`src/logic/canmrx_pkg.sv`:
```
// Purpose: constants, register map and mode codes for the CAN mode/receive/priority block
// Assumes: 10 MHz pclk, APB register access, 32-bit data, byte addresses
// Notes:   shared by canmrx_top and canmrx_filter
// What this block does
// - Disabled: no traffic, pins released, wake flag still set, flags and count kept.
// - Disable request waits for eleven recessive bits, then reports disable mode.
// - Config bit enables glitch filter on receive line during disable or sleep.
// - Early transmit waits eleven idle bits; disable meanwhile aborts it and drops request.
// - Normal mode owns both bus pins and sends and receives on them.
// - Listen-only releases transmit pin, sends no flags, freezes the error counter.
// - Listen-all ignores errors and copies assembly contents into a readable buffer.
// - Loopback ties internal transmit to internal receive and releases both pins.
// - Hidden assembly buffer watches the bus; outside listen-all only filtered messages reach buffers.
// - Hardware sets receive flag on load, software clears it, enable raises interrupt.
// - Filters zero, one and mask zero feed buffer zero; the rest buffer one.
// - Frame type must match filter type unless receive mode field overrides.
// - A zero mask bit makes that identifier bit always match.
// - Accepted message for a full buffer sets overrun and error summary, is dropped.
// - Without double buffering a full buffer zero never spills into buffer one.
// - With double buffering buffer zero spills into empty buffer one, else overrun one.
// - Receive errors count up; warning at 96, passive beyond 127.
// - Receive flag rises right after end of frame of an accepted message.
// - Wake interrupt on bus activity while disabled or on leaving sleep.
// - A receive error in any active mode (not disable or init) sets invalid-message flag and error summary.
// - Three transmit buffers of sixteen bytes: eight payload, rest identifier and control.
// - Two-bit transmit priority, highest pending buffer is offered first.
// - Three-bit requested mode; current mode follows only when change is acceptable.
package canmrx_pkg;
	localparam int unsigned CLK_HZ         = 10_000_000;
	localparam int unsigned WAKE_FILT_NS   = 500;
	localparam int unsigned WAKE_FILT_CYC  = (WAKE_FILT_NS * (CLK_HZ / 1_000_000) + 999) / 1000;
	localparam logic [3:0]  WAKE_FILT_LAST = 4'(WAKE_FILT_CYC - 1);
	localparam logic [3:0]  IDLE_BITS      = 4'hB;
	localparam logic [7:0]  WARN_LIMIT     = 8'h60;
	localparam logic [7:0]  PASSIVE_LIMIT  = 8'h7F;
	localparam logic [7:0]  BIT_DIV_RST    = 8'h09;

	// Register byte addresses
	localparam logic [7:0] CTRL_ADDR = 8'h00;
	localparam logic [7:0] CFG_ADDR  = 8'h04;
	localparam logic [7:0] INTF_ADDR = 8'h08;
	localparam logic [7:0] INTE_ADDR = 8'h0C;
	localparam logic [7:0] REC_ADDR  = 8'h10;
	localparam logic [2:0] FLT_HI    = 3'h1;
	localparam logic [4:0] MASK_HI   = 5'h07;
	localparam logic [2:0] RXB_HI    = 3'h2;
	localparam logic [1:0] TXB_HI    = 2'h2;

	// Field positions
	localparam int CTRL_REQ_LSB = 8;
	localparam int CTRL_CUR_LSB = 5;
	localparam int CFG_WAKE_FILTER_ENABLE   = 14;
	localparam int CFG_DOUBLE_BUFFER_ENABLE     = 12;
	localparam int CFG_ACCEPT_MASK_ONE_LSB = 10;
	localparam int CFG_ACCEPT_MASK_ZERO_LSB = 8;
	localparam int INT_RX0      = 0;
	localparam int INT_RX1      = 1;
	localparam int INT_ERR      = 5;
	localparam int INT_WAKE     = 6;
	localparam int INT_IVR      = 7;
	localparam int INT_RX_WARNING_FLAG    = 9;
	localparam int INT_RX_PASSIVE_FLAG     = 11;
	localparam int INT_OVR1     = 14;
	localparam int INT_OVR0     = 15;
	localparam int ID_EXT       = 29;
	localparam int TXC_REQ      = 3;
	localparam int TXC_ABT      = 6;
	localparam int TXC_ARB_LSB  = 16;
	localparam int STD_LSB      = 18;

	typedef enum logic [2:0] {
		MODE_NORMAL     = 3'b000,
		MODE_DISABLE    = 3'b001,
		MODE_LOOPBACK   = 3'b010,
		MODE_LISTEN     = 3'b011,
		MODE_INIT       = 3'b100,
		MODE_LISTEN_ALL = 3'b111
	} canmrx_mode_t;

	function automatic logic canmrx_legal(input logic [2:0] code);
		return (code != 3'h5) && (code != 3'h6);
	endfunction : canmrx_legal

	function automatic logic canmrx_tx_mode(input logic [2:0] code);
		return (code == MODE_NORMAL) || (code == MODE_LOOPBACK);
	endfunction : canmrx_tx_mode
endpackage : canmrx_pkg

```
`src/logic/canmrx_filter.sv`:
```
// Purpose: one acceptance filter compare against the assembled message
// Assumes: identifiers are 29 bits, standard identifier in the top 11
// Notes:   purely combinational
`timescale 1ns/1ps
`default_nettype none
module canmrx_filter
	import canmrx_pkg::*;
(
	// Message under test
	input  wire logic [28:0] msg_id,
	input  wire logic        msg_ext,
	// Filter, mask and receive mode
	input  wire logic [28:0] flt_id,
	input  wire logic        flt_ext,
	input  wire logic [28:0] mask,
	input  wire logic [1:0]  rx_mode,
	// Result
	output logic             hit
);
	logic        type_ok;
	logic [28:0] care;

	always_comb begin
		unique case (rx_mode)
			2'h0: type_ok = (msg_ext == flt_ext);
			2'h1: type_ok = !msg_ext;
			2'h2: type_ok = msg_ext;
			default: type_ok = 1'b1;
		endcase
	end

	// Standard frames carry no extended bits, so those never take part
	assign care = msg_ext ? mask : {mask[28:STD_LSB], 18'h00000};
	assign hit  = (rx_mode == 2'h3) || (type_ok && (((msg_id ^ flt_id) & care) == 29'h0));
endmodule : canmrx_filter
`default_nettype wire

```
`src/logic/canmrx_top.sv`:
```
// Purpose: CAN mode control, receive buffering and filtering, transmit buffer priority
// Assumes: protocol engine outside decodes bits and drives the eng_* signals on pclk
// Notes:   APB slave with zero wait states
//
// The APB register port and the register offsets were decided locally.
`timescale 1ns/1ps
`default_nettype none
module canmrx_top
	import canmrx_pkg::*;
(
	// Clock and reset
	input  wire logic        pclk,
	input  wire logic        presetn,
	// APB slave
	input  wire logic        psel,
	input  wire logic        penable,
	input  wire logic        pwrite,
	input  wire logic [7:0]  paddr,
	input  wire logic [31:0] pwdata,
	output logic [31:0]      prdata,
	output logic             pready,
	output logic             pslverr,
	// Bus pins
	input  wire logic        can_rx_pin,
	output logic             can_tx_pin_o,
	output logic             can_tx_pin_oe_n,
	output logic             tx_pin_is_can,
	output logic             rx_pin_is_can,
	// Power state
	input  wire logic        cpu_sleep,
	// Protocol engine
	input  wire logic        eng_tx_bit,
	output logic             eng_rx_bit,
	output logic             eng_passive,
	input  wire logic        eng_asm_we,
	input  wire logic [28:0] eng_asm_id,
	input  wire logic        eng_asm_ext,
	input  wire logic [63:0] eng_asm_data,
	input  wire logic        eng_frame_done,
	input  wire logic        eng_rx_err,
	input  wire logic        eng_tx_done,
	input  wire logic [1:0]  eng_tx_done_idx,
	output logic             tx_sel_valid,
	output logic [1:0]       tx_sel_idx,
	output logic             tx_start_ok,
	// Interrupt lines
	output logic             rx0_irq,
	output logic             rx1_irq,
	output logic             err_irq,
	output logic             wake_irq
);
	canmrx_mode_t cur_op_ff;
	logic [2:0]  req_op_ff;
	logic        wake_filter_enable_ff, double_buffer_enable_ff;
	logic [1:0]  rxm_ff [2];
	logic [7:0]  bit_div_ff, div_cnt_ff, rec_ff;
	logic [1:0]  rxf_ff, ovr_ff;
	logic        error_summary_flag_ff, wake_flag_ff, invalid_msg_flag_ff;
	logic [3:0]  inte_ff, idle_cnt_ff, wf_cnt_ff;
	logic [28:0] flt_id_ff [6];
	logic [5:0]  flt_ext_ff;
	logic [28:0] mask_ff [2];
	logic [28:0] asm_id_ff;
	logic        asm_ext_ff;
	logic [63:0] asm_data_ff;
	logic [28:0] rxb_id_ff [2];
	logic [1:0]  rxb_ext_ff;
	logic [63:0] rxb_data_ff [2];
	logic [31:0] txw_ff [3][3];
	logic [15:0] tx_arb_ff [3];
	logic [1:0]  tx_pri_ff [3];
	logic [2:0]  tx_req_ff, tx_abt_ff;
	logic        rx_s1_ff, rx_s2_ff, tx_hold_ff, sleep_d_ff, tx_pin_ff;
	logic [31:0] prdata_ff, rdata;
	logic        addr_hit, apb_wr, bit_tick, rx_line, bus_idle, mode_go, active;
	logic        listen_all, accept, hit0, hit1, load0, load1, set_ovr0, set_ovr1;
	logic        count_en, rec_inc, warn_rise, wake_watch, wake_act, sleep_exit, abort_now;
	logic        intf_wr, sel_v;
	logic [5:0]  f_hit;
	logic [1:0]  sel_i, sel_p;

	// Bus input synchroniser
	always_ff @(posedge pclk or negedge presetn) begin
		if (!presetn) begin
			rx_s1_ff <= 1'b1;
			rx_s2_ff <= 1'b1;
		end else begin
			rx_s1_ff <= can_rx_pin;
			rx_s2_ff <= rx_s1_ff;
		end
	end

	assign active     = (cur_op_ff != MODE_DISABLE) && (cur_op_ff != MODE_INIT);
	assign listen_all = (cur_op_ff == MODE_LISTEN_ALL);
	assign bit_tick   = (div_cnt_ff >= bit_div_ff);

	// Nominal bit rate enable
	always_ff @(posedge pclk or negedge presetn) begin
		if (!presetn)
			div_cnt_ff <= 8'h00;
		else if (bit_tick)
			div_cnt_ff <= 8'h00;
		else
			div_cnt_ff <= div_cnt_ff + 8'h01;
	end

	// Idle detect: eleven recessive bits on the line the engine sees
	assign rx_line  = (cur_op_ff == MODE_LOOPBACK) ? eng_tx_bit : rx_s2_ff;
	assign bus_idle = (idle_cnt_ff == IDLE_BITS);

	always_ff @(posedge pclk or negedge presetn) begin
		if (!presetn)
			idle_cnt_ff <= 4'h0;
		else if (mode_go)
			idle_cnt_ff <= 4'h0;
		else if (bit_tick && !rx_line)
			idle_cnt_ff <= 4'h0;
		else if (bit_tick && !bus_idle)
			idle_cnt_ff <= idle_cnt_ff + 4'h1;
	end

	// Inactive modes may switch at once; active ones only on an idle bus
	assign mode_go = canmrx_legal(req_op_ff) && (req_op_ff != cur_op_ff)
		&& (bus_idle || !active);

	always_ff @(posedge pclk or negedge presetn) begin
		if (!presetn)
			cur_op_ff <= MODE_INIT;
		else if (mode_go)
			cur_op_ff <= canmrx_mode_t'(req_op_ff);
	end

	// Transmit hold after entering a transmitting mode
	always_ff @(posedge pclk or negedge presetn) begin
		if (!presetn)
			tx_hold_ff <= 1'b0;
		else if (mode_go)
			tx_hold_ff <= canmrx_tx_mode(req_op_ff);
		else if (bus_idle)
			tx_hold_ff <= 1'b0;
	end

	assign abort_now = tx_hold_ff && (req_op_ff == MODE_DISABLE);

	// Pin ownership
	assign tx_pin_is_can   = (cur_op_ff == MODE_NORMAL);
	assign rx_pin_is_can   = tx_pin_is_can || (cur_op_ff == MODE_LISTEN) || listen_all;
	assign can_tx_pin_oe_n = !tx_pin_is_can;
	assign can_tx_pin_o    = tx_pin_ff;
	assign eng_passive     = (cur_op_ff == MODE_LISTEN) || listen_all;
	assign eng_rx_bit      = (cur_op_ff == MODE_LOOPBACK) ? eng_tx_bit
		: (rx_pin_is_can ? rx_s2_ff : 1'b1);

	always_ff @(posedge pclk or negedge presetn) begin
		if (!presetn)
			tx_pin_ff <= 1'b1;
		else
			tx_pin_ff <= tx_pin_is_can ? eng_tx_bit : 1'b1;
	end

	// APB slave
	assign pready  = 1'b1;
	assign apb_wr  = psel && penable && pwrite && addr_hit;
	assign pslverr = psel && penable && !addr_hit;
	assign prdata  = prdata_ff;
	assign intf_wr = apb_wr && (paddr == INTF_ADDR);

	always_comb begin
		rdata    = 32'h0;
		addr_hit = 1'b1;
		if (paddr == CTRL_ADDR) begin
			rdata[CTRL_REQ_LSB +: 3] = req_op_ff;
			rdata[CTRL_CUR_LSB +: 3] = cur_op_ff;
		end else if (paddr == CFG_ADDR) begin
			rdata[CFG_WAKE_FILTER_ENABLE] = wake_filter_enable_ff;
			rdata[CFG_DOUBLE_BUFFER_ENABLE] = double_buffer_enable_ff;
			rdata[CFG_ACCEPT_MASK_ONE_LSB +: 2] = rxm_ff[1];
			rdata[CFG_ACCEPT_MASK_ZERO_LSB +: 2] = rxm_ff[0];
			rdata[7:0] = bit_div_ff;
		end else if (paddr == INTF_ADDR) begin
			rdata[INT_RX1:INT_RX0] = rxf_ff;
			rdata[INT_ERR] = error_summary_flag_ff;
			rdata[INT_WAKE] = wake_flag_ff;
			rdata[INT_IVR] = invalid_msg_flag_ff;
			rdata[INT_RX_WARNING_FLAG] = (rec_ff >= WARN_LIMIT);
			rdata[INT_RX_PASSIVE_FLAG] = (rec_ff > PASSIVE_LIMIT);
			rdata[INT_OVR1] = ovr_ff[1];
			rdata[INT_OVR0] = ovr_ff[0];
		end else if (paddr == INTE_ADDR) begin
			rdata[INT_RX1:INT_RX0] = inte_ff[1:0];
			rdata[INT_ERR] = inte_ff[2];
			rdata[INT_WAKE] = inte_ff[3];
		end else if (paddr == REC_ADDR) begin
			rdata[7:0] = rec_ff;
		end else if (paddr[7:5] == FLT_HI && paddr[4:2] < 3'h6 && paddr[1:0] == 2'h0) begin
			rdata = {2'h0, flt_ext_ff[paddr[4:2]], flt_id_ff[paddr[4:2]]};
		end else if (paddr[7:3] == MASK_HI && paddr[1:0] == 2'h0) begin
			rdata = {3'h0, mask_ff[paddr[2]]};
		end else if (paddr[7:5] == RXB_HI && paddr[3:2] != 2'h3 && paddr[1:0] == 2'h0) begin
			unique case (paddr[3:2])
				2'h0: rdata = {2'h0, rxb_ext_ff[paddr[4]], rxb_id_ff[paddr[4]]};
				2'h1: rdata = rxb_data_ff[paddr[4]][31:0];
				default: rdata = rxb_data_ff[paddr[4]][63:32];
			endcase
		end else if (paddr[7:6] == TXB_HI && paddr[5:4] != 2'h3 && paddr[1:0] == 2'h0) begin
			if (paddr[3:2] == 2'h0) begin
				rdata[TXC_ARB_LSB +: 16] = tx_arb_ff[paddr[5:4]];
				rdata[TXC_ABT] = tx_abt_ff[paddr[5:4]];
				rdata[TXC_REQ] = tx_req_ff[paddr[5:4]];
				rdata[1:0] = tx_pri_ff[paddr[5:4]];
			end else begin
				rdata = txw_ff[paddr[5:4]][paddr[3:2] - 2'h1];
			end
		end else begin
			addr_hit = 1'b0;
		end
	end

	// Read data captured in the setup cycle, presented during access
	always_ff @(posedge pclk or negedge presetn) begin
		if (!presetn)
			prdata_ff <= 32'h0;
		else if (psel && !penable && !pwrite)
			prdata_ff <= rdata;
	end

	// Control, configuration and enable registers
	always_ff @(posedge pclk or negedge presetn) begin
		if (!presetn) begin
			req_op_ff <= MODE_INIT;
			wake_filter_enable_ff <= 1'b0;
			double_buffer_enable_ff <= 1'b0;
			rxm_ff[0] <= 2'h0;
			rxm_ff[1] <= 2'h0;
			bit_div_ff <= BIT_DIV_RST;
			inte_ff <= 4'h0;
		end else if (apb_wr) begin
			if (paddr == CTRL_ADDR)
				req_op_ff <= pwdata[CTRL_REQ_LSB +: 3];
			if (paddr == CFG_ADDR) begin
				wake_filter_enable_ff <= pwdata[CFG_WAKE_FILTER_ENABLE];
				double_buffer_enable_ff <= pwdata[CFG_DOUBLE_BUFFER_ENABLE];
				rxm_ff[1] <= pwdata[CFG_ACCEPT_MASK_ONE_LSB +: 2];
				rxm_ff[0] <= pwdata[CFG_ACCEPT_MASK_ZERO_LSB +: 2];
				bit_div_ff <= pwdata[7:0];
			end
			if (paddr == INTE_ADDR)
				inte_ff <= {pwdata[INT_WAKE], pwdata[INT_ERR], pwdata[INT_RX1:INT_RX0]};
		end
	end

	// Filters and masks
	always_ff @(posedge pclk or negedge presetn) begin
		if (!presetn) begin
			for (int i = 0; i < 6; i++)
				flt_id_ff[i] <= 29'h0;
			flt_ext_ff <= 6'h00;
			mask_ff[0] <= 29'h0;
			mask_ff[1] <= 29'h0;
		end else if (apb_wr && paddr[7:5] == FLT_HI && paddr[4:2] < 3'h6) begin
			// Mask words sit in the top of the filter window
			flt_id_ff[paddr[4:2]] <= pwdata[28:0];
			flt_ext_ff[paddr[4:2]] <= pwdata[ID_EXT];
		end else if (apb_wr && paddr[7:3] == MASK_HI) begin
			mask_ff[paddr[2]] <= pwdata[28:0];
		end
	end

	// Assembly buffer follows the engine whenever the controller listens
	always_ff @(posedge pclk or negedge presetn) begin
		if (!presetn) begin
			asm_id_ff <= 29'h0;
			asm_ext_ff <= 1'b0;
			asm_data_ff <= 64'h0;
		end else if (eng_asm_we && active) begin
			asm_id_ff <= eng_asm_id;
			asm_ext_ff <= eng_asm_ext;
			asm_data_ff <= eng_asm_data;
		end
	end

	for (genvar g = 0; g < 6; g++) begin : g_flt
		canmrx_filter u_flt (
			.msg_id  (asm_id_ff),
			.msg_ext (asm_ext_ff),
			.flt_id  (flt_id_ff[g]),
			.flt_ext (flt_ext_ff[g]),
			.mask    (mask_ff[(g < 2) ? 0 : 1]),
			.rx_mode (rxm_ff[(g < 2) ? 0 : 1]),
			.hit     (f_hit[g])
		);
	end

	// Listen-all takes even a broken message into buffer zero
	assign accept = active && (eng_frame_done || (listen_all && eng_rx_err));
	assign hit0   = listen_all || f_hit[0] || f_hit[1];
	assign hit1   = |f_hit[5:2];

	always_comb begin
		load0 = 1'b0;
		load1 = 1'b0;
		set_ovr0 = 1'b0;
		set_ovr1 = 1'b0;
		if (accept && hit0) begin
			if (!rxf_ff[0])
				load0 = 1'b1;
			else if (double_buffer_enable_ff && !rxf_ff[1])
				load1 = 1'b1;
			else if (double_buffer_enable_ff)
				set_ovr1 = 1'b1;
			else
				set_ovr0 = 1'b1;
		end else if (accept && hit1) begin
			if (!rxf_ff[1])
				load1 = 1'b1;
			else
				set_ovr1 = 1'b1;
		end
	end

	// Visible receive buffers keep contents on overrun
	always_ff @(posedge pclk or negedge presetn) begin
		if (!presetn) begin
			for (int i = 0; i < 2; i++) begin
				rxb_id_ff[i] <= 29'h0;
				rxb_data_ff[i] <= 64'h0;
			end
			rxb_ext_ff <= 2'h0;
		end else begin
			for (int i = 0; i < 2; i++) begin
				if ((i == 0) ? load0 : load1) begin
					rxb_id_ff[i] <= asm_id_ff;
					rxb_ext_ff[i] <= asm_ext_ff;
					rxb_data_ff[i] <= asm_data_ff;
				end
			end
		end
	end

	// Receive error counter: frozen in listen modes, held while disabled
	assign count_en  = canmrx_tx_mode(cur_op_ff);
	assign rec_inc   = count_en && eng_rx_err && (rec_ff != 8'hFF);
	assign warn_rise = rec_inc && (rec_ff == WARN_LIMIT - 8'h01);

	always_ff @(posedge pclk or negedge presetn) begin
		if (!presetn)
			rec_ff <= 8'h00;
		else if (cur_op_ff == MODE_INIT)
			rec_ff <= 8'h00;
		else if (rec_inc)
			rec_ff <= rec_ff + 8'h01;
	end

	// Wake watch with optional glitch filter
	assign wake_watch = (cur_op_ff == MODE_DISABLE) || cpu_sleep;
	assign wake_act   = wake_watch && !rx_s2_ff
		&& (!wake_filter_enable_ff || (wf_cnt_ff == WAKE_FILT_LAST));
	assign sleep_exit = sleep_d_ff && !cpu_sleep;

	always_ff @(posedge pclk or negedge presetn) begin
		if (!presetn) begin
			wf_cnt_ff <= 4'h0;
			sleep_d_ff <= 1'b0;
		end else begin
			sleep_d_ff <= cpu_sleep;
			if (!wake_watch || rx_s2_ff)
				wf_cnt_ff <= 4'h0;
			else if (wf_cnt_ff != WAKE_FILT_LAST)
				wf_cnt_ff <= wf_cnt_ff + 4'h1;
		end
	end

	// Status flags: a hardware set wins over a software clear
	always_ff @(posedge pclk or negedge presetn) begin
		if (!presetn) begin
			rxf_ff <= 2'h0;
			ovr_ff <= 2'h0;
			error_summary_flag_ff <= 1'b0;
			wake_flag_ff <= 1'b0;
			invalid_msg_flag_ff <= 1'b0;
		end else begin
			rxf_ff[0] <= load0 || (rxf_ff[0] && !(intf_wr && pwdata[INT_RX0]));
			rxf_ff[1] <= load1 || (rxf_ff[1] && !(intf_wr && pwdata[INT_RX1]));
			ovr_ff[0] <= set_ovr0 || (ovr_ff[0] && !(intf_wr && pwdata[INT_OVR0]));
			ovr_ff[1] <= set_ovr1 || (ovr_ff[1] && !(intf_wr && pwdata[INT_OVR1]));
			invalid_msg_flag_ff <= (active && eng_rx_err)
				|| (invalid_msg_flag_ff && !(intf_wr && pwdata[INT_IVR]));
			error_summary_flag_ff <= set_ovr0 || set_ovr1 || warn_rise || (active && eng_rx_err)
				|| (error_summary_flag_ff && !(intf_wr && pwdata[INT_ERR]));
			wake_flag_ff <= wake_act || sleep_exit
				|| (wake_flag_ff && !(intf_wr && pwdata[INT_WAKE]));
		end
	end

	assign rx0_irq  = rxf_ff[0] && inte_ff[0];
	assign rx1_irq  = rxf_ff[1] && inte_ff[1];
	assign err_irq  = error_summary_flag_ff && inte_ff[2];
	assign wake_irq = wake_flag_ff && inte_ff[3];

	// Transmit buffers
	always_ff @(posedge pclk or negedge presetn) begin
		if (!presetn) begin
			for (int i = 0; i < 3; i++) begin
				for (int w = 0; w < 3; w++)
					txw_ff[i][w] <= 32'h0;
				tx_arb_ff[i] <= 16'h0;
				tx_pri_ff[i] <= 2'h0;
			end
			tx_req_ff <= 3'h0;
			tx_abt_ff <= 3'h0;
		end else begin
			for (int i = 0; i < 3; i++) begin
				if (apb_wr && paddr[7:6] == TXB_HI && paddr[5:4] == 2'(i)) begin
					if (paddr[3:2] == 2'h0) begin
						tx_arb_ff[i] <= pwdata[TXC_ARB_LSB +: 16];
						tx_pri_ff[i] <= pwdata[1:0];
						tx_req_ff[i] <= pwdata[TXC_REQ];
						if (pwdata[TXC_REQ])
							tx_abt_ff[i] <= 1'b0;
					end else begin
						txw_ff[i][paddr[3:2] - 2'h1] <= pwdata;
					end
				end
				if (eng_tx_done && eng_tx_done_idx == 2'(i))
					tx_req_ff[i] <= 1'b0;
				if (abort_now && tx_req_ff[i]) begin
					tx_req_ff[i] <= 1'b0;
					tx_abt_ff[i] <= 1'b1;
				end
			end
		end
	end

	// Highest priority pending buffer, lowest index on a tie
	always_comb begin
		sel_v = 1'b0;
		sel_i = 2'h0;
		sel_p = 2'h0;
		for (int i = 0; i < 3; i++) begin
			if (tx_req_ff[i] && (!sel_v || tx_pri_ff[i] > sel_p)) begin
				sel_v = 1'b1;
				sel_i = 2'(i);
				sel_p = tx_pri_ff[i];
			end
		end
	end

	assign tx_sel_valid = sel_v && count_en;
	assign tx_sel_idx   = sel_i;
	assign tx_start_ok  = tx_sel_valid && !tx_hold_ff && bus_idle;
endmodule : canmrx_top
`default_nettype wire

```
`config.mk`:
```
export PLATFORM = sky130hd
export DESIGN_NAME = canmrx_top
export DESIGN_NICKNAME = d
export VERILOG_FILES = /design/src/logic/canmrx_pkg.sv /design/src/logic/canmrx_filter.sv /design/src/logic/canmrx_top.sv
export SDC_FILE = /design/constraint.sdc
export NUM_CORES = 2
export LEC_CHECK = 0
export ABC_AREA = 1
export BUFFER_PORTS_ARGS = -buffer_cell sky130_fd_sc_hd__clkbuf_2
export CAP_MARGIN = 20
export CORE_MARGIN = 2
export CORE_UTILIZATION = 35
export CTS_CLUSTER_SIZE = 25
export DETAILED_ROUTE_END_ITERATION = 8
export GPL_TIMING_DRIVEN = 1
export PLACE_DENSITY = 0.6
export SYNTH_ARGS = -nofsm -noshare
export SYNTH_HDL_FRONTEND = slang
export SYNTH_SLANG_ARGS = --single-unit
export TNS_END_PERCENT = 30
```
`constraint.sdc`:
```
create_clock -name pclk -period 2.48 [get_ports pclk]
set_clock_uncertainty 0.2 [all_clocks]
set_input_delay 0.124 -clock pclk [delete_from_list [all_inputs] [get_ports pclk]]
set_output_delay 0.124 -clock pclk [all_outputs]
set_load 0.03 [all_outputs]
```
; ---- Yosys cells after proc, flatten, opt, wreduce, memory -nomap -nowiden
; Cells that the tools add are included.
[op_classes]
order_cmp = 18
mux = 163
reduce_logical = 185
bitwise = 19
shift = 0
div_mod_pow = 0
multipliers = 0
n_addsub = 5
n_eq_ne = 44
[ops]
columns = operator, n
row1 = $mux W32, 12
row2 = $mux W29, 10
row3 = $bwmux W96, 3
row4 = $bmux W96 S2, 1
row5 = $mux W64, 3
row6 = $mux W96, 2
row7 = $and A29 B29 Y29, 6
row8 = $bwmux W174, 1
row9 = $logic_not A29 Y1, 6
row10 = $xor A29 B29 Y29, 6
row11 = $bmux W29 S3, 1
row12 = $demux W29 S3, 1
row13 = $logic_and A1 B1 Y1, 80
row14 = $mux W1, 69
row15 = $bmux W32 S2, 1
row16 = $demux W32 S2, 1
row17 = $mux W16, 4
row18 = $mux W8, 8
row19 = $pmux W32 S2, 1
row20 = $bwmux W58, 1
row21 = $mux W18, 2
row22 = $bmux W16 S2, 1
row23 = $logic_or A1 B1 Y1, 31
row24 = $demux W29 S1, 1
row25 = other kinds (67), 182
[totals]
reg_bits = 960
latch_bits = 0
rom_bits = 0
n_memories = 0
ramBits = 0

; ---- Depth between registers and ports, before layout
[logic_depth]
depth_word = 26
ltp_mapped = 20
ltp_nobuf = 16

; ---- Hierarchy
; From an unflattened synthesis, not the netlist that was laid out.
[hier_totals]
cells_unflattened = 6545
area_unflattened_um2 = 49012.0
[by_module_without_submodules]
columns = module, cells_per_inst, instances, seq_area_each_um2, area_per_inst_um2
row1 = canmrx_top, 5315, 1, 24031.8, 43869.6
row2 = canmrx_filter, 205, 6, 0.0, 857.1

; ---- Worst setup path after synthesis
; No wires, ideal clock.
[synth_timing]
kind = input to register
start = input port paddr[2]
end = register txw_ff[269] (netlist bit)
setup_slack_ns = -0.665
arrival_ns = 2.813
cell_stages = 20
path_buffers = 5
cell_sequence = inv_1 -> clkbuf_1 -> clkbuf_1 -> clkbuf_1 -> ha_1 -> inv_1 -> nor2_2 -> nand3_4 -> inv_2 -> nor2_1 -> nand4_2 -> nand2_2 -> inv_2 -> buf_6 -> nand3_4 -> nor2_8 -> nand2_4 -> buf_4 -> nand2_1 -> o21ai_1
[synth_between]
elab_chain_len = 15
elab_cells_between_ends = 33
[synth_lines]
columns = item, line_no
row1 = from (decl), canmrx_top.sv:18  ; input wire logic [7:0] paddr,
row2 = $ne A2 B2 Y1, canmrx_top.sv:199  ; end else if (paddr[7:5] == RXB_HI && paddr[3:2] != 2'h3 && paddr[1:0] == 2'h0) begin
row3 = $logic_and A1 B1 Y1 (2 in series), canmrx_top.sv:199
row4 = $mux W1, canmrx_top.sv:199
row5 = $mux W1, canmrx_top.sv:197  ; end else if (paddr[7:3] == MASK_HI && paddr[1:0] == 2'h0) begin
row6 = $mux W1, canmrx_top.sv:195  ; end else if (paddr[7:5] == FLT_HI && paddr[4:2] < 3'h6 && paddr[1:0] == 2'h0) begin
row7 = $mux W1, canmrx_top.sv:193  ; end else if (paddr == REC_ADDR) begin
row8 = $mux W1, canmrx_top.sv:189  ; end else if (paddr == INTE_ADDR) begin
row9 = $mux W1, canmrx_top.sv:180  ; end else if (paddr == INTF_ADDR) begin
row10 = $mux W1, canmrx_top.sv:174  ; end else if (paddr == CFG_ADDR) begin
row11 = $mux W1, canmrx_top.sv:171  ; if (paddr == CTRL_ADDR) begin
row12 = $logic_and A1 B1 Y1, canmrx_top.sv:163  ; assign apb_wr = psel && penable && pwrite && addr_hit;
row13 = $logic_and A1 B1 Y1 (2 in series), canmrx_top.sv:413  ; if (apb_wr && paddr[7:6] == TXB_HI && paddr[5:4] == 2'(i)) begin
row14 = $reduce_and A2 Y1 (no source line), -
row15 = "to (signal, indexed assignment)", canmrx_top.sv:421  ; txw_ff[i][paddr[3:2] - 2'h1] <= pwdata;
row16 = to (decl), canmrx_top.sv:69  ; logic [31:0] txw_ff [3][3];
; Several ways; a longest one is shown, not always the timed one.
; A chain may end at the register's enable or synchronous reset.

; ---- Worst setup path in the final report
[layout_timing]
start = register tx_req_ff[0]
end = output port tx_sel_idx[0]
[layout_between]
elab_chain_len = 9
elab_cells_between_ends = 14
[layout_lines]
columns = item, line_no
row1 = from (decl), canmrx_top.sv:72  ; logic [2:0] tx_req_ff, tx_abt_ff;
row2 = "from (signal, indexed assignment)", canmrx_top.sv:417  ; tx_req_ff[i] <= pwdata[TXC_REQ];
row3 = $mux W2 / $mux W1 (equally long branches), canmrx_top.sv:440  ; if (tx_req_ff[i] && (!sel_v || tx_pri_ff[i] > sel_p)) begin
row4 = $gt A2 B2 Y1 / $logic_not A1 Y1 (equally long branches), canmrx_top.sv:440
row5 = $logic_or A1 B1 Y1, canmrx_top.sv:440
row6 = $logic_and A1 B1 Y1, canmrx_top.sv:440
row7 = $mux W2 / $mux W1 (equally long branches), canmrx_top.sv:440
row8 = $gt A2 B2 Y1 / $logic_not A1 Y1 (equally long branches), canmrx_top.sv:440
row9 = $logic_or A1 B1 Y1, canmrx_top.sv:440
row10 = $logic_and A1 B1 Y1, canmrx_top.sv:440
row11 = $mux W2 (*), canmrx_top.sv:440
row12 = to (decl), canmrx_top.sv:44  ; output logic [1:0] tx_sel_idx,
; Mark *: on every way between the ends. The rest lies on a longest branch, timed or not.

==> results.sh <==
export IMPL_status="finished with violations"
export IMPL_violations="setup timing"
export IMPL_avgSynthCellArea_um2=7.89
export IMPL_rsz0062_at_grt="true"
export IMPL_crit_cells=16
export IMPL_r2r_start="asm_ext_ff$_DFFE_PN0P_"
export IMPL_max_stage_delay_ps=390
export IMPL_dp_final_hpwl_mm=127
export IMPL_rows=133
export IMPL_design_die_area_um2=135000
export IMPL_grt_pass1_wl_mm=276
export IMPL_antenna_found_initial=8
export IMPL_hp_start="eng_asm_data[30]"
export IMPL_grt_usage_pct=26.8
export IMPL_end_kind="output pin"
export IMPL_cts_max_path_buffers=3
export IMPL_worstPathRequired_ps=2160
export IMPL_cts_root_buf="clkbuf_16"
export IMPL_worstSkewPairLatency_ps=720
export IMPL_worst_path_max_fanout=5
export IMPL_finalWorstSetupSlack_ps=-720
export IMPL_hold_path_class="in2reg"
export IMPL_period_share_pct=129
export IMPL_min_period_ps=3200
export IMPL_synthToLayoutAreaGrowth_pct=32.5
export IMPL_grt_pass1_vias=42800
export IMPL_drt_wl_total_mm=188
export IMPL_cp_arrival_ps=2880
export IMPL_grt_max_degree=93
export IMPL_leakage_nw=29.5
export IMPL_routabilityCongestion=1.08
export IMPL_ys_warn_count=0
export IMPL_critPathSlowestCell="dfrtp_1"
export IMPL_fin_nets=6814
export IMPL_place_ws_ps=-811
export IMPL_cts_buffers=106
export IMPL_synthCells=5874
export IMPL_crit_buf_inv=3
export IMPL_vias=45500
export IMPL_r2r_end="rxb_data_ff[106]$_DFFE_PN0P_"
export IMPL_drv_cap=0
export IMPL_crit_start="tx_req_ff[0]$_DFFE_PN0P_"
export IMPL_ff2ff_setup_slack_ps=-550
export IMPL_syn_num_nets=6044
export IMPL_tritoncts="built"
export IMPL_ir_drop_v=0.000593
export IMPL_drt_wirelength_per_cell_um=22.2
export IMPL_maxSlewViolCount=0
export IMPL_synth_edf_count=0
export IMPL_crit_chain="nand2_2, ha_4, inv_2, nor2_2, o21ai_1, nand2_1, nand2_2, nand2_1, o21ai_1, ha_1, inv_2, nor2_2, o21ai_2, a21oi_4, nor2_4, buf_8"
export IMPL_setup_viol=195
export IMPL_finalHoldViolCount=0
export IMPL_fp_coreArea_um2=131000
export IMPL_ff2ff_path_depth=19
export IMPL_path_class="reg2out"
export IMPL_drtPass1Iterations=6
export IMPL_hold_depth=4
export IMPL_path_clk_slew_ps=60
export IMPL_port_buffers=194
export IMPL_slew_headroom_pct=38.4
export IMPL_floorplan_io_pins=196
export IMPL_cts_sinks=960
export IMPL_chipHeight_um=368
export IMPL_timing_critical_path_to="tx_sel_idx[0]"
export IMPL_drc=0
export IMPL_synth_area_um2=46300
export IMPL_globalRouteOverflowTotal=0
export IMPL_die_w_um=368
export IMPL_first_iter_violations=5173
export IMPL_ys_seq_elements=960
export IMPL_start_kind="flip-flop"
export IMPL_powerDensity_nw_per_um2=681
export IMPL_layout_drive_gt1_share_pct=21.0
export IMPL_fin_hold_ws_ps=15.7
export IMPL_htreeDepth=3
export IMPL_vias_per_cell=5.36
export IMPL_max_freq_mhz=313
export IMPL_start_util_pct=35.2
export IMPL_synth_ff_type="dfrtp_1"
export IMPL_critPathTopFamily="adder cells"
export IMPL_synthArstFlopShare_pct=100
export IMPL_ys_types=56
export IMPL_ant_nets=0
export IMPL_worst_pin_slew_ps=923
export IMPL_ys_seq_area_share_pct=51.9
==> cells by family after synthesis <==
family                   after synthesis  synth area share (%)
AO/OA/AOI/OAI                       1441                  16.6
XOR/XNOR                              29                 0.548
adder cells (fa/ha/maj)               22                 0.594
buffers and inverters                727                  6.65
flip-flops                           960                  51.9
multiplexers                           3                0.0729
other                                  1               0.00809
AND/OR/NAND/NOR                     2691                  23.7
==> cell usage in the layout (no fill, tap or decap), types with 13 or more instances in the layout <==
cell type      instances
inv_1                302
nand2_4               40
clkbuf_2             187
nor2_2                13
or2_2                 21
nand2_1             1685
clkbuf_8              20
nand2_2               87
buf_12                99
clkbuf_16            120
nand4_1               48
a221oi_1              20
o21ai_1              234
buf_6                 31
o221ai_1              27
nor2_1               428
xnor2_1               16
nand3_2               71
dfrtp_1              949
dlygate4sd3_1        156
nand3_1              235
ha_1                  19
buf_4                541
clkbuf_1              31
o21ai_0              710
a22o_1                17
a21oi_1              288
o21ai_2               42
inv_2                 15
buf_8                 15
nor3_1                26
buf_16                22
o22ai_1               47
clkinv_2              20
==> sequential cells by signal (all words and copies together), names as in the netlist, 8 cells and up <==
| register | flops |
|---|---|
| flt_id_ff | 174 |
| prdata | 32 |
| mask_ff | 58 |
| asm_data_ff | 64 |
| txw_ff | 288 |
| rec_ff | 8 |
| div_cnt_ff | 8 |
| rxb_id_ff | 58 |
| rxb_data_ff | 128 |
| tx_arb_ff | 48 |
| asm_id_ff | 29 |
| bit_div_ff | 8 |
==> per-stage QoR <==
step | area, um^2 | power [mW] | setup TNS (ps) | utilization (%) | std cells
6_report | 61400 | 41.8 | -92350 | 46.7 | 8484
5_1_grt | 61400 | 43.4 | -118140 | 46.7 | 8481
4_1_cts | 60400 | 41.2 | -79030 | 45.9 | 8462
3_5_place_dp | 53600 | 24.6 | -346630 | 40.8 | 8052
3_3_place_gp | 53600 | 24.5 | -295590 | 40.8 | 8052
2_1_floorplan | 46400 | 21.6 | 0 | - | 5874
==> worst min-delay path by stage <==
stage,to,slack (ps)
2_1_floorplan,asm_data_ff[0]$_DFFE_PN0P_,-370
3_3_place_gp,asm_data_ff[26]$_DFFE_PN0P_,-110
3_5_place_dp,asm_data_ff[26]$_DFFE_PN0P_,-110
4_1_cts,mask_ff[10]$_DFFE_PN0P_,0.07
5_1_grt,mask_ff[10]$_DFFE_PN0P_,30
6_report,asm_data_ff[30]$_DFFE_PN0P_,20
==> final cells by class <==
cell class | count | area (um^2)
repair buffers | 1067 | 10100
fillers | 12700 | 70100
diodes | 3 | 7.51
clock buffers | 159 | 3090
clock inverters | 31 | 370
flip-flops and latches | 960 | 24000
inverters | 322 | 1220
multi-input cells | 4187 | 20400
well taps | 1755 | 2200
==> repair_timing <==
item / CTS / global route
setup endpoints to repair: 198 / 236
hold endpoints to repair: 1617 / 0
setup buffers: 37 / 18
gates resized for setup: 213 / 280
hold buffers: 159 / 0
pin swaps: 62 / 79
cloned: 26 / 16
==> cell usage after synthesis, types with 6 or more instances <==
library cell	n	share of area [%]
buf_4	24	0.39
nor3_1	28	0.30
a22oi_1	7	0.11
nor2_1	446	3.6
o22ai_1	47	0.63
inv_2	12	0.097
o21ai_2	13	0.25
clkbuf_1	246	2.0
buf_1	21	0.17
dfrtp_1	953	51
xor2_1	13	0.25
xnor2_1	16	0.30
nand2_4	6	0.15
nand2_1	1805	15
nand3_1	304	3.3
buf_2	94	1.0
a31oi_1	10	0.14
a211oi_1	9	0.15
o221ai_1	27	0.51
o211ai_1	6	0.097
a21oi_1	291	3.1
o21ai_1	182	2.0
a22o_1	17	0.32
o21ai_0	793	8.6
nand4_1	48	0.65
buf_6	19	0.46
a221oi_1	20	0.38
inv_1	308	2.5
dfstp_2	7	0.40
or2_2	21	0.28
ha_1	22	0.59
==> report_power, final <==
group          switching [mW]  internal (mW)  leakage [nW]
sequential               1.46           17.5          12.7
combinational            4.07           2.91          15.0
clock                    6.79           9.14          1.71
==> worst reg2reg max path: cells and delay by family (launching register included) <==
| family | cells | cell delay (ps) |
|---|---|---|
| AND/OR/NAND/NOR | 7 | 610 |
| AO/OA/AOI/OAI | 2 | 250 |
| buffers and inverters | 9 | 1280 |
| flip-flops | 1 | 440 |
| XOR/XNOR | 1 | 130 |
==> routing by layer <==
layer / vias to the layer above / share of wire (%) / GRT usage, % / wire, um
li1: 20900 / - / - / -
met1: 21900 / 41 / 36.5 / 76900
met2: 2290 / 45 / 41.5 / 83900
met3: 455 / 9.1 / 5.27 / 17200
met4: 6 / 5.4 / 11.5 / 10200
met5: - / 0.018 / 0 / 34
Note: power is estimated with default switching activity, not from simulation.
